==> src/design/sram_tap_defines.svh <==
// Purpose: Constants of the boundary-scan port of the SRAM
// Assumes: Included by the package and the design modules
// Notes:   Definitions only, no logic
`ifndef SRAM_TAP_DEFINES_SVH
`define SRAM_TAP_DEFINES_SVH

// ****************************************************************
// Instruction register
// ****************************************************************
`define IR_WIDTH        3
`define IR_CODE_EXTEST  3'h0
`define IR_CODE_IDCODE  3'h1
`define IR_CODE_SAMPLEZ 3'h2
`define IR_CODE_RSV3    3'h3
`define IR_CODE_PRELOAD 3'h4
`define IR_CODE_RSV5    3'h5
`define IR_CODE_RSV6    3'h6
`define IR_CODE_BYPASS  3'h7
`define IR_CAPTURE_VAL  3'h1

// ****************************************************************
// Identification register layout
// ****************************************************************
`define ID_WIDTH        32
`define ID_REV_MSB      31
`define ID_REV_LSB      29
`define ID_DEV_MSB      28
`define ID_DEV_LSB      12
`define ID_VEND_MSB     11
`define ID_VEND_LSB     1
`define ID_PRESENT_BIT  0
`define ID_FIXED_BIT    24

// ****************************************************************
// Boundary scan lengths and presets
// ****************************************************************
`define BSR_LEN_119     85
`define BSR_LEN_165     89
`define BSR_LEN_MAX     89
`define BYPASS_CAPTURE  1'b0

// ****************************************************************
// Timing
// ****************************************************************
`define TMS_RESET_EDGES 5

`endif

==> src/design/sram_tap_pkg.sv <==
// Purpose: Types of the boundary-scan port of the SRAM
// Assumes: sram_tap_defines.svh holds the numbers
// Notes:   One-hot state codes written out
`include "sram_tap_defines.svh"

package sram_tap_pkg;

    // ************************************************************
    // Controller states
    // ************************************************************
    typedef enum logic [15:0] {
        ST_TLR      = 16'h0001,
        ST_IDLE     = 16'h0002,
        ST_SEL_DR   = 16'h0004,
        ST_CAP_DR   = 16'h0008,
        ST_SHIFT_DR = 16'h0010,
        ST_EXIT1_DR = 16'h0020,
        ST_PAUSE_DR = 16'h0040,
        ST_EXIT2_DR = 16'h0080,
        ST_UPD_DR   = 16'h0100,
        ST_SEL_IR   = 16'h0200,
        ST_CAP_IR   = 16'h0400,
        ST_SHIFT_IR = 16'h0800,
        ST_EXIT1_IR = 16'h1000,
        ST_PAUSE_IR = 16'h2000,
        ST_EXIT2_IR = 16'h4000,
        ST_UPD_IR   = 16'h8000
    } tap_state_t;

    // ************************************************************
    // Instructions
    // ************************************************************
    typedef enum logic [`IR_WIDTH-1:0] {
        INS_EXTEST  = `IR_CODE_EXTEST,
        INS_IDCODE  = `IR_CODE_IDCODE,
        INS_SAMPLEZ = `IR_CODE_SAMPLEZ,
        INS_RSV3    = `IR_CODE_RSV3,
        INS_PRELOAD = `IR_CODE_PRELOAD,
        INS_RSV5    = `IR_CODE_RSV5,
        INS_RSV6    = `IR_CODE_RSV6,
        INS_BYPASS  = `IR_CODE_BYPASS
    } instr_t;

endpackage

==> src/design/sram_tap.sv <==
// Purpose: Boundary-scan port of the SRAM with output bus tristate cell
// Assumes: Link clock, mode select and serial in are pins, so synced
// Notes:   Link clock edges found by sampling at core_clk_i
`timescale 1ns/1ps
`include "sram_tap_defines.svh"

module sram_tap
    import sram_tap_pkg::*;
#(
    parameter int                  BSR_LEN  = `BSR_LEN_165,
    parameter logic [BSR_LEN-1:0]  NC_MASK  = '0,
    // Arbitrary revision, device and vendor values, not a real part's
    parameter logic [2:0]          REV_ID   = 3'h3,
    parameter logic [16:0]         DEV_ID   = 17'h0ABCD,
    parameter logic [10:0]         VEND_ID  = 11'h155
)(
    input  wire logic               core_clk_i,
    input  wire logic               rst_i,
    input  wire logic               tck_i,
    input  wire logic               tms_i,
    input  wire logic               tdi_i,
    input  wire logic [BSR_LEN-1:0] io_ring_i,
    input  wire logic               sram_q_oe_i,
    output logic                    tdo_o,
    output logic                    tdo_oe_o,
    output logic                    q_oe_o,
    output logic                    extest_o,
    output logic [BSR_LEN-1:0]      bsr_update_o,
    output logic [`IR_WIDTH-1:0]    instr_o,
    output logic                    tap_reset_o
);

    // ************************************************************
    // Local constants
    // ************************************************************
    localparam int TRI_IDX = BSR_LEN - 1;
    localparam logic [BSR_LEN-1:0] BSR_PRESET =
        {1'b1, {(BSR_LEN-1){1'b0}}};
    localparam logic [`ID_WIDTH-1:0] ID_BASE = {REV_ID, DEV_ID, VEND_ID,
                                                1'b1};
    localparam logic [`ID_WIDTH-1:0] ID_CODE =
        ID_BASE | (`ID_WIDTH'(1) << `ID_FIXED_BIT);

    // ************************************************************
    // Pin synchronisers
    // ************************************************************
    logic               tck_m_q;
    logic               tck_s_q;
    logic               tck_p_q;
    logic               tms_m_q;
    logic               tms_s_q;
    logic               tdi_m_q;
    logic               tdi_s_q;
    logic [BSR_LEN-1:0] ring_m_q;
    logic [BSR_LEN-1:0] ring_s_q;
    logic               qoe_m_q;
    logic               qoe_s_q;
    logic               tck_rise;
    logic               tck_fall;

    // Two flops on every pin input, then an edge history flop on the link clock only
    always_ff @(posedge core_clk_i or posedge rst_i) begin
        if (rst_i) begin
            tck_m_q  <= 1'b0;
            tck_s_q  <= 1'b0;
            tck_p_q  <= 1'b0;
            tms_m_q  <= 1'b1;
            tms_s_q  <= 1'b1;
            tdi_m_q  <= 1'b1;
            tdi_s_q  <= 1'b1;
            ring_m_q <= '0;
            ring_s_q <= '0;
            qoe_m_q  <= 1'b0;
            qoe_s_q  <= 1'b0;
        end else begin
            tck_m_q  <= tck_i;
            tck_s_q  <= tck_m_q;
            tck_p_q  <= tck_s_q;
            tms_m_q  <= tms_i;
            tms_s_q  <= tms_m_q;
            tdi_m_q  <= tdi_i;
            tdi_s_q  <= tdi_m_q;
            ring_m_q <= io_ring_i;
            ring_s_q <= ring_m_q;
            qoe_m_q  <= sram_q_oe_i;
            qoe_s_q  <= qoe_m_q;
        end
    end

    // Link clock edge enables
    assign tck_rise = tck_s_q & ~tck_p_q;
    assign tck_fall = ~tck_s_q & tck_p_q;

    // ************************************************************
    // Controller
    // ************************************************************
    tap_state_t state;

    tap_state_ctrl u_ctrl (
        .core_clk_i (core_clk_i),
        .rst_i      (rst_i),
        .tck_rise_i (tck_rise),
        .tms_i      (tms_s_q),
        .state_o    (state)
    );

    // ************************************************************
    // Instruction register
    // ************************************************************
    logic [`IR_WIDTH-1:0] ir_sr_q;
    instr_t               ir_q;

    // Shift stage: capture 01 pattern, shift from MSB
    always_ff @(posedge core_clk_i or posedge rst_i) begin
        if (rst_i) begin
            ir_sr_q <= `IR_CAPTURE_VAL;
        end else if (tck_rise) begin
            if (state == ST_CAP_IR) begin
                ir_sr_q <= `IR_CAPTURE_VAL;
            end else if (state == ST_SHIFT_IR) begin
                ir_sr_q <= {tdi_s_q, ir_sr_q[`IR_WIDTH-1:1]};
            end
        end
    end

    // Current instruction, IDCODE at once on entering reset state
    always_ff @(posedge core_clk_i or posedge rst_i) begin
        if (rst_i) begin
            ir_q <= INS_IDCODE;
        end else if (state == ST_TLR) begin
            ir_q <= INS_IDCODE;
        end else if (tck_rise && state == ST_UPD_IR) begin
            ir_q <= instr_t'(ir_sr_q);
        end
    end

    // ************************************************************
    // Data register selection
    // ************************************************************
    logic sel_bsr;
    logic sel_id;

    // Reserved codes fall through to bypass
    always_comb begin
        sel_bsr = 1'b0;
        sel_id  = 1'b0;
        unique case (ir_q)
            INS_EXTEST:  sel_bsr = 1'b1;
            INS_SAMPLEZ: sel_bsr = 1'b1;
            INS_PRELOAD: sel_bsr = 1'b1;
            INS_IDCODE:  sel_id  = 1'b1;
            INS_BYPASS,
            INS_RSV3,
            INS_RSV5,
            INS_RSV6:    sel_bsr = 1'b0;
        endcase
    end

    // ************************************************************
    // Data registers
    // ************************************************************
    logic [BSR_LEN-1:0]   bsr_sr_q;
    logic [BSR_LEN-1:0]   bsr_upd_q;
    logic [`ID_WIDTH-1:0] id_sr_q;
    logic                 byp_q;
    logic [BSR_LEN-1:0]   ring_cap;

    // Captured ring: unconnected cells zero, control cell its latch
    always_comb begin
        ring_cap          = ring_s_q & ~NC_MASK;
        ring_cap[TRI_IDX] = bsr_upd_q[TRI_IDX];
    end

    // Scan chain shift stage of 85 or 89 cells
    always_ff @(posedge core_clk_i or posedge rst_i) begin
        if (rst_i) begin
            bsr_sr_q <= BSR_PRESET;
        end else if (tck_rise && sel_bsr) begin
            if (state == ST_CAP_DR) begin
                bsr_sr_q <= ring_cap;
            end else if (state == ST_SHIFT_DR) begin
                bsr_sr_q <= {tdi_s_q, bsr_sr_q[BSR_LEN-1:1]};
            end
        end
    end

    // Preload latch, control cell preset high, others low
    always_ff @(posedge core_clk_i or posedge rst_i) begin
        if (rst_i) begin
            bsr_upd_q <= BSR_PRESET;
        end else if (state == ST_TLR) begin
            bsr_upd_q <= BSR_PRESET;
        end else if (tck_rise && state == ST_UPD_DR && sel_bsr) begin
            bsr_upd_q <= bsr_sr_q & ~NC_MASK;
        end
    end

    // Identification shift stage with fixed fields
    always_ff @(posedge core_clk_i or posedge rst_i) begin
        if (rst_i) begin
            id_sr_q <= ID_CODE;
        end else if (tck_rise && sel_id) begin
            if (state == ST_CAP_DR) begin
                id_sr_q <= ID_CODE;
            end else if (state == ST_SHIFT_DR) begin
                id_sr_q <= {tdi_s_q, id_sr_q[`ID_WIDTH-1:1]};
            end
        end
    end

    // Single bypass bit, zero on capture
    always_ff @(posedge core_clk_i or posedge rst_i) begin
        if (rst_i) begin
            byp_q <= `BYPASS_CAPTURE;
        end else if (tck_rise && !sel_bsr && !sel_id) begin
            if (state == ST_CAP_DR) begin
                byp_q <= `BYPASS_CAPTURE;
            end else if (state == ST_SHIFT_DR) begin
                byp_q <= tdi_s_q;
            end
        end
    end

    // ************************************************************
    // Serial out on falling link clock
    // ************************************************************
    logic tdo_d;

    // Least significant bit of the selected register
    always_comb begin
        if (state == ST_SHIFT_IR) begin
            tdo_d = ir_sr_q[0];
        end else if (sel_bsr) begin
            tdo_d = bsr_sr_q[0];
        end else if (sel_id) begin
            tdo_d = id_sr_q[0];
        end else begin
            tdo_d = byp_q;
        end
    end

    // Update only on fall; driven only while shifting
    always_ff @(posedge core_clk_i or posedge rst_i) begin
        if (rst_i) begin
            tdo_o    <= 1'b0;
            tdo_oe_o <= 1'b0;
        end else if (tck_fall) begin
            tdo_o    <= tdo_d;
            tdo_oe_o <= (state == ST_SHIFT_IR) || (state == ST_SHIFT_DR);
        end
    end

    // ************************************************************
    // SRAM output drivers
    // ************************************************************
    // Output enable follows instruction; latch governs in EXTEST
    always_ff @(posedge core_clk_i or posedge rst_i) begin
        if (rst_i) begin
            q_oe_o   <= 1'b0;
            extest_o <= 1'b0;
        end else begin
            extest_o <= (ir_q == INS_EXTEST);
            unique case (ir_q)
                INS_EXTEST:  q_oe_o <= bsr_upd_q[TRI_IDX];
                INS_SAMPLEZ: q_oe_o <= 1'b0;
                default:     q_oe_o <= qoe_s_q;
            endcase
        end
    end

    // Preload data, instruction and reset state to the core
    always_ff @(posedge core_clk_i or posedge rst_i) begin
        if (rst_i) begin
            bsr_update_o <= BSR_PRESET;
            instr_o      <= `IR_CODE_IDCODE;
            tap_reset_o  <= 1'b1;
        end else begin
            bsr_update_o <= bsr_upd_q;
            instr_o      <= ir_q;
            tap_reset_o  <= (state == ST_TLR);
        end
    end

endmodule

==> src/design/tap_state_ctrl.sv <==
// Purpose: Sixteen-state test access port controller
// Assumes: tck_rise_i is a one-cycle enable at each link clock rise
// Notes:   Steps only on enables; held in reset state by rst_i
`timescale 1ns/1ps
`include "sram_tap_defines.svh"

module tap_state_ctrl
    import sram_tap_pkg::*;
(
    input  wire logic core_clk_i,
    input  wire logic rst_i,
    input  wire logic tck_rise_i,
    input  wire logic tms_i,
    output tap_state_t state_o
);

    tap_state_t state_q;
    tap_state_t state_d;

    // Next state from mode select
    always_comb begin
        state_d = state_q;
        unique case (state_q)
            ST_TLR:      state_d = tms_i ? ST_TLR      : ST_IDLE;
            ST_IDLE:     state_d = tms_i ? ST_SEL_DR   : ST_IDLE;
            ST_SEL_DR:   state_d = tms_i ? ST_SEL_IR   : ST_CAP_DR;
            ST_CAP_DR:   state_d = tms_i ? ST_EXIT1_DR : ST_SHIFT_DR;
            ST_SHIFT_DR: state_d = tms_i ? ST_EXIT1_DR : ST_SHIFT_DR;
            ST_EXIT1_DR: state_d = tms_i ? ST_UPD_DR   : ST_PAUSE_DR;
            ST_PAUSE_DR: state_d = tms_i ? ST_EXIT2_DR : ST_PAUSE_DR;
            ST_EXIT2_DR: state_d = tms_i ? ST_UPD_DR   : ST_SHIFT_DR;
            ST_UPD_DR:   state_d = tms_i ? ST_SEL_DR   : ST_IDLE;
            ST_SEL_IR:   state_d = tms_i ? ST_TLR      : ST_CAP_IR;
            ST_CAP_IR:   state_d = tms_i ? ST_EXIT1_IR : ST_SHIFT_IR;
            ST_SHIFT_IR: state_d = tms_i ? ST_EXIT1_IR : ST_SHIFT_IR;
            ST_EXIT1_IR: state_d = tms_i ? ST_UPD_IR   : ST_PAUSE_IR;
            ST_PAUSE_IR: state_d = tms_i ? ST_EXIT2_IR : ST_PAUSE_IR;
            ST_EXIT2_IR: state_d = tms_i ? ST_UPD_IR   : ST_SHIFT_IR;
            ST_UPD_IR:   state_d = tms_i ? ST_SEL_DR   : ST_IDLE;
            default:     state_d = ST_TLR;
        endcase
    end

    // State register, power-up into reset state
    always_ff @(posedge core_clk_i or posedge rst_i) begin
        if (rst_i) begin
            state_q <= ST_TLR;
        end else if (tck_rise_i) begin
            state_q <= state_d;
        end
    end

    assign state_o = state_q;

endmodule

==> config.mk <==
export PLATFORM = sky130hd
export DESIGN_NAME = sram_tap
export DESIGN_NICKNAME = d
export VERILOG_FILES = /design/src/design/sram_tap_pkg.sv /design/src/design/sram_tap.sv /design/src/design/tap_state_ctrl.sv
export VERILOG_INCLUDE_DIRS = /design/src /design/src/design
export SDC_FILE = /design/constraint.sdc
export NUM_CORES = 1
export LEC_CHECK = 0
export ABC_AREA = 1
export BUFFER_PORTS_ARGS = -buffer_cell sky130_fd_sc_hd__buf_2
export CAP_MARGIN = 20
export CORE_MARGIN = 1.5
export CORE_UTILIZATION = 50
export DETAILED_ROUTE_END_ITERATION = 8
export GPL_TIMING_DRIVEN = 0
export PLACE_DENSITY = 0.7
export SYNTH_ARGS = -nofsm -noshare
export SYNTH_HDL_FRONTEND = slang
export SYNTH_SLANG_ARGS = --single-unit
==> constraint.sdc <==
create_clock -name core_clk_i -period 32.8 [get_ports core_clk_i]
set_input_delay 8.2 -clock core_clk_i [delete_from_list [all_inputs] [get_ports core_clk_i]]
set_output_delay 8.2 -clock core_clk_i [all_outputs]
set_load 0.05 [all_outputs]
==> run summary <==
DRT Pass-1 Iters: 5
RePlAce Congestion: 0.825
f_max: 105 MHz
Cell Area, Synth: 17500 sq um
die width: 190 um
Die ar.: 36100 sq um
Worst setup SP type: flip-flop
share of layout cells above drive strength 1: 20.5%
WL final: 37200 um
Net Sw Frac: 22.7%
CP Class: flip-flop to output pin
slowest cell on the critical path: dfstp_2
CTS Buf Count: 51
CTS Root Cell: clkbuf_16
Post-route DRC: 0
status: finished clean
FF-to-FF setup slack: 30.44 ns
Hold Vio Cnt, Final: 0
gr usage total: 21.4%
overall power: 0.00135 W
VDD IR-drop max: 47.6 uV
critical path peak fanout: 1
detailed-route via count: 11300
most common cell after layout, fill and taps aside: dfrtp_1
die height: 190 um
Synth Area in Compound Gates: 9.71%
first-pass GRT wire length: 60200 um
synth warn: 0
Final min period: 9.52 ns
FF+latch area: 12900 sq um
hold_buf cts: 0
Final Max Tran Viols: 0
I/O Pins: 192
total grt overflow: 0
Worst Path Arrival: 1.32 ns
post-synthesis adder-cell area fraction: 0%
Critical Path Sink Type: output pin
Worst path max stage delay: 0.51 ns
crit path cell chain: buf_2
ys flop type: dfrtp_1
pwr/cell area: 64.6 nW/um^2
Synth cell types: 33
Initial Utilization: 50.7%
Worst Path Buf+Inv: 1
combinational family with the most area after synthesis: simple AND/OR/NAND/NOR gates
Setup TNS: 0 ns
logic gate share of total power: 6.9%
cts repair resizes: 0
most frequent cells in the layout: dfrtp_1, nand2_1, o21ai_0
FILL cells: 2747
vias in the first global route: 11600
standard-cell rows: 68
syn_area_per_cell: 11.7 sq um
Req. time, crit path: 24.60 ns
DRT iter0 DRCs: 828
mux cell area share after synthesis: 0%
actual slew at the worst max-slew pin: 0.702 ns
Final Non-Filler Cells: 2241
clock share of power: 44.5%
htree depth: 2
Post-Syn Nets: 1589
Final Net Count: 1836
Final period util: 29.0%
# setup viols final: 0
Sink Count: 515
number of antenna violations at the first check in global routing: 5
Leakage: 10.3 nW
CP top delay family: flip-flops
clk buf depth: 3
internal power: 0.00104 W
Async SR Flop Fraction: 100%
Hold WC Path Type: flip-flop to flip-flop
post-DR wirelength/cell: 16.6 um
Reg power frac: 48.7%
clock transition at the registers of the reported paths: 0.06 ns
DP HPWL: 24300 um
Multi-input gate area: 3620 sq um
Detail Route Antenna Nets: 0
post-CTS setup buffer count: 0
Psw: 0.000306 W
Post-Synth XOR/XNOR Area: 0%
Area growth syn-to-layout: 19.4%
Layout Skew: 0.0147 ns
RSZ-0062 raised after global routing: false
Synth Register Bits: 515
CTS tree: done
Placed Cells: 2143
Seq/Total Area, Yosys: 73.9%
Clk Latency, worst-skew pair: 0.58 ns
slew margin rel.: 53.2%
Max Cap Violations: 0
core region area: 34500 sq um
simple-gate area share of the yosys netlist: 11.0%
pin count of the biggest net entering global routing: 141
Syn Inst Count: 1494
Port Buf Inserts: 190
Avg Vias per Cell: 5.04
Post-synth EDFFs: 0
==> cell families (layout without fill, tap and decap cells) <==
family / count (synthesis) / count (layout)
other: 0 / 5
flip-flops: 515 / 515
buffers and inverters: 201 / 488
AO/OA/AOI/OAI: 334 / 334
AND/OR/NAND/NOR: 444 / 444
==> synthesized netlist by cell type (all sizes together) (2+ instances only) <==
cell type	number	area, sq um
a31oi	3	18.8
o22ai	10	62.6
clkbuf	34	129
or2	2	12.5
nor2	58	267
o21ai	315	1580
nand3	109	586
dfstp	31	815
nor3	3	15.0
inv	123	462
buf	44	344
dfrtp	484	12100
nand2	270	1030
a21oi	3	15.0
==> metrics by stage <==
stage / utilization, % / cell area [sq um] / hold slack [ns] / worst slack, ns
2_1_floorplan: - / 17500 / 0.331 / 10.27
3_3_place_gp: 55.2 / 19000 / 0.334 / 5.78
3_5_place_dp: 55.5 / 19100 / 0.335 / 22.77
4_1_cts: 60.5 / 20900 / 0.344 / 23.24
5_1_grt: 60.6 / 20900 / 0.345 / 23.12
6_report: 60.6 / 20900 / 0.340 / 23.28
==> flip-flops by register name, indices dropped and copies added, names as in the netlist, 3 cells and up <==
register        cells
ir_q                3
u_ctrl.state_o     16
ring_m_q           88
id_sr_q            32
bsr_update_o       89
ring_s_q           88
ir_sr_q             3
bsr_upd_q          89
bsr_sr_q           89
instr_o             3
==> worst paths after layout <==
check                                             from                        to  cells after the start
worst max register to register     ir_q[0]$_DFFE_PP1P_  bsr_upd_q[8]$_DFFE_PP0P_                      7
worst min-delay path            ring_m_q[49]$_DFF_PP0_    ring_s_q[49]$_DFF_PP0_                      0
worst max-delay path              instr_o[0]$_DFF_PP1_                instr_o[0]                      1
max in group asynchronous                        rst_i    ring_s_q[14]$_DFF_PP0_                      5
worst min register to register  ring_m_q[49]$_DFF_PP0_    ring_s_q[49]$_DFF_PP0_                      0
min in group asynchronous                        rst_i    ring_m_q[46]$_DFF_PP0_                      2
==> area by class of cell <==
class                           count  area share [%]
Antenna cell                        5          0.0599
Buffer                             78            2.27
Clock buffer                       75            6.98
Clock inverter                     18            1.37
Inverter                          123            2.25
Multi-Input combinational cell    778            17.4
Sequential cell                   515            61.9
Tap cell                          455            2.73
Timing Repair Buffer              194            5.08
==> routing by layer <==
metal  share of wire, %  up-vias  track usage (%)  wire [um]
li1                   -     5346                -          -
met4                3.6        0             9.89       1340
met3                4.8       79             3.89       1780
met2                 47      295             33.5      17500
met5                  0        -                0          0
met1                 45     5567             29.3      16600
==> power groups by stage <==
stage | Clock, W | Combinational, W | Sequential [W]
2_1_floorplan | 0 | 0.0000609 | 0.000669
3_3_place_gp | 0 | 0.0000908 | 0.000669
3_5_place_dp | 0 | 0.0000944 | 0.000668
4_1_cts | 0.000613 | 0.0000944 | 0.000656
5_1_grt | 0.000640 | 0.000105 | 0.000657
6_report | 0.000600 | 0.0000928 | 0.000656
(Power assumes the default switching activity.)
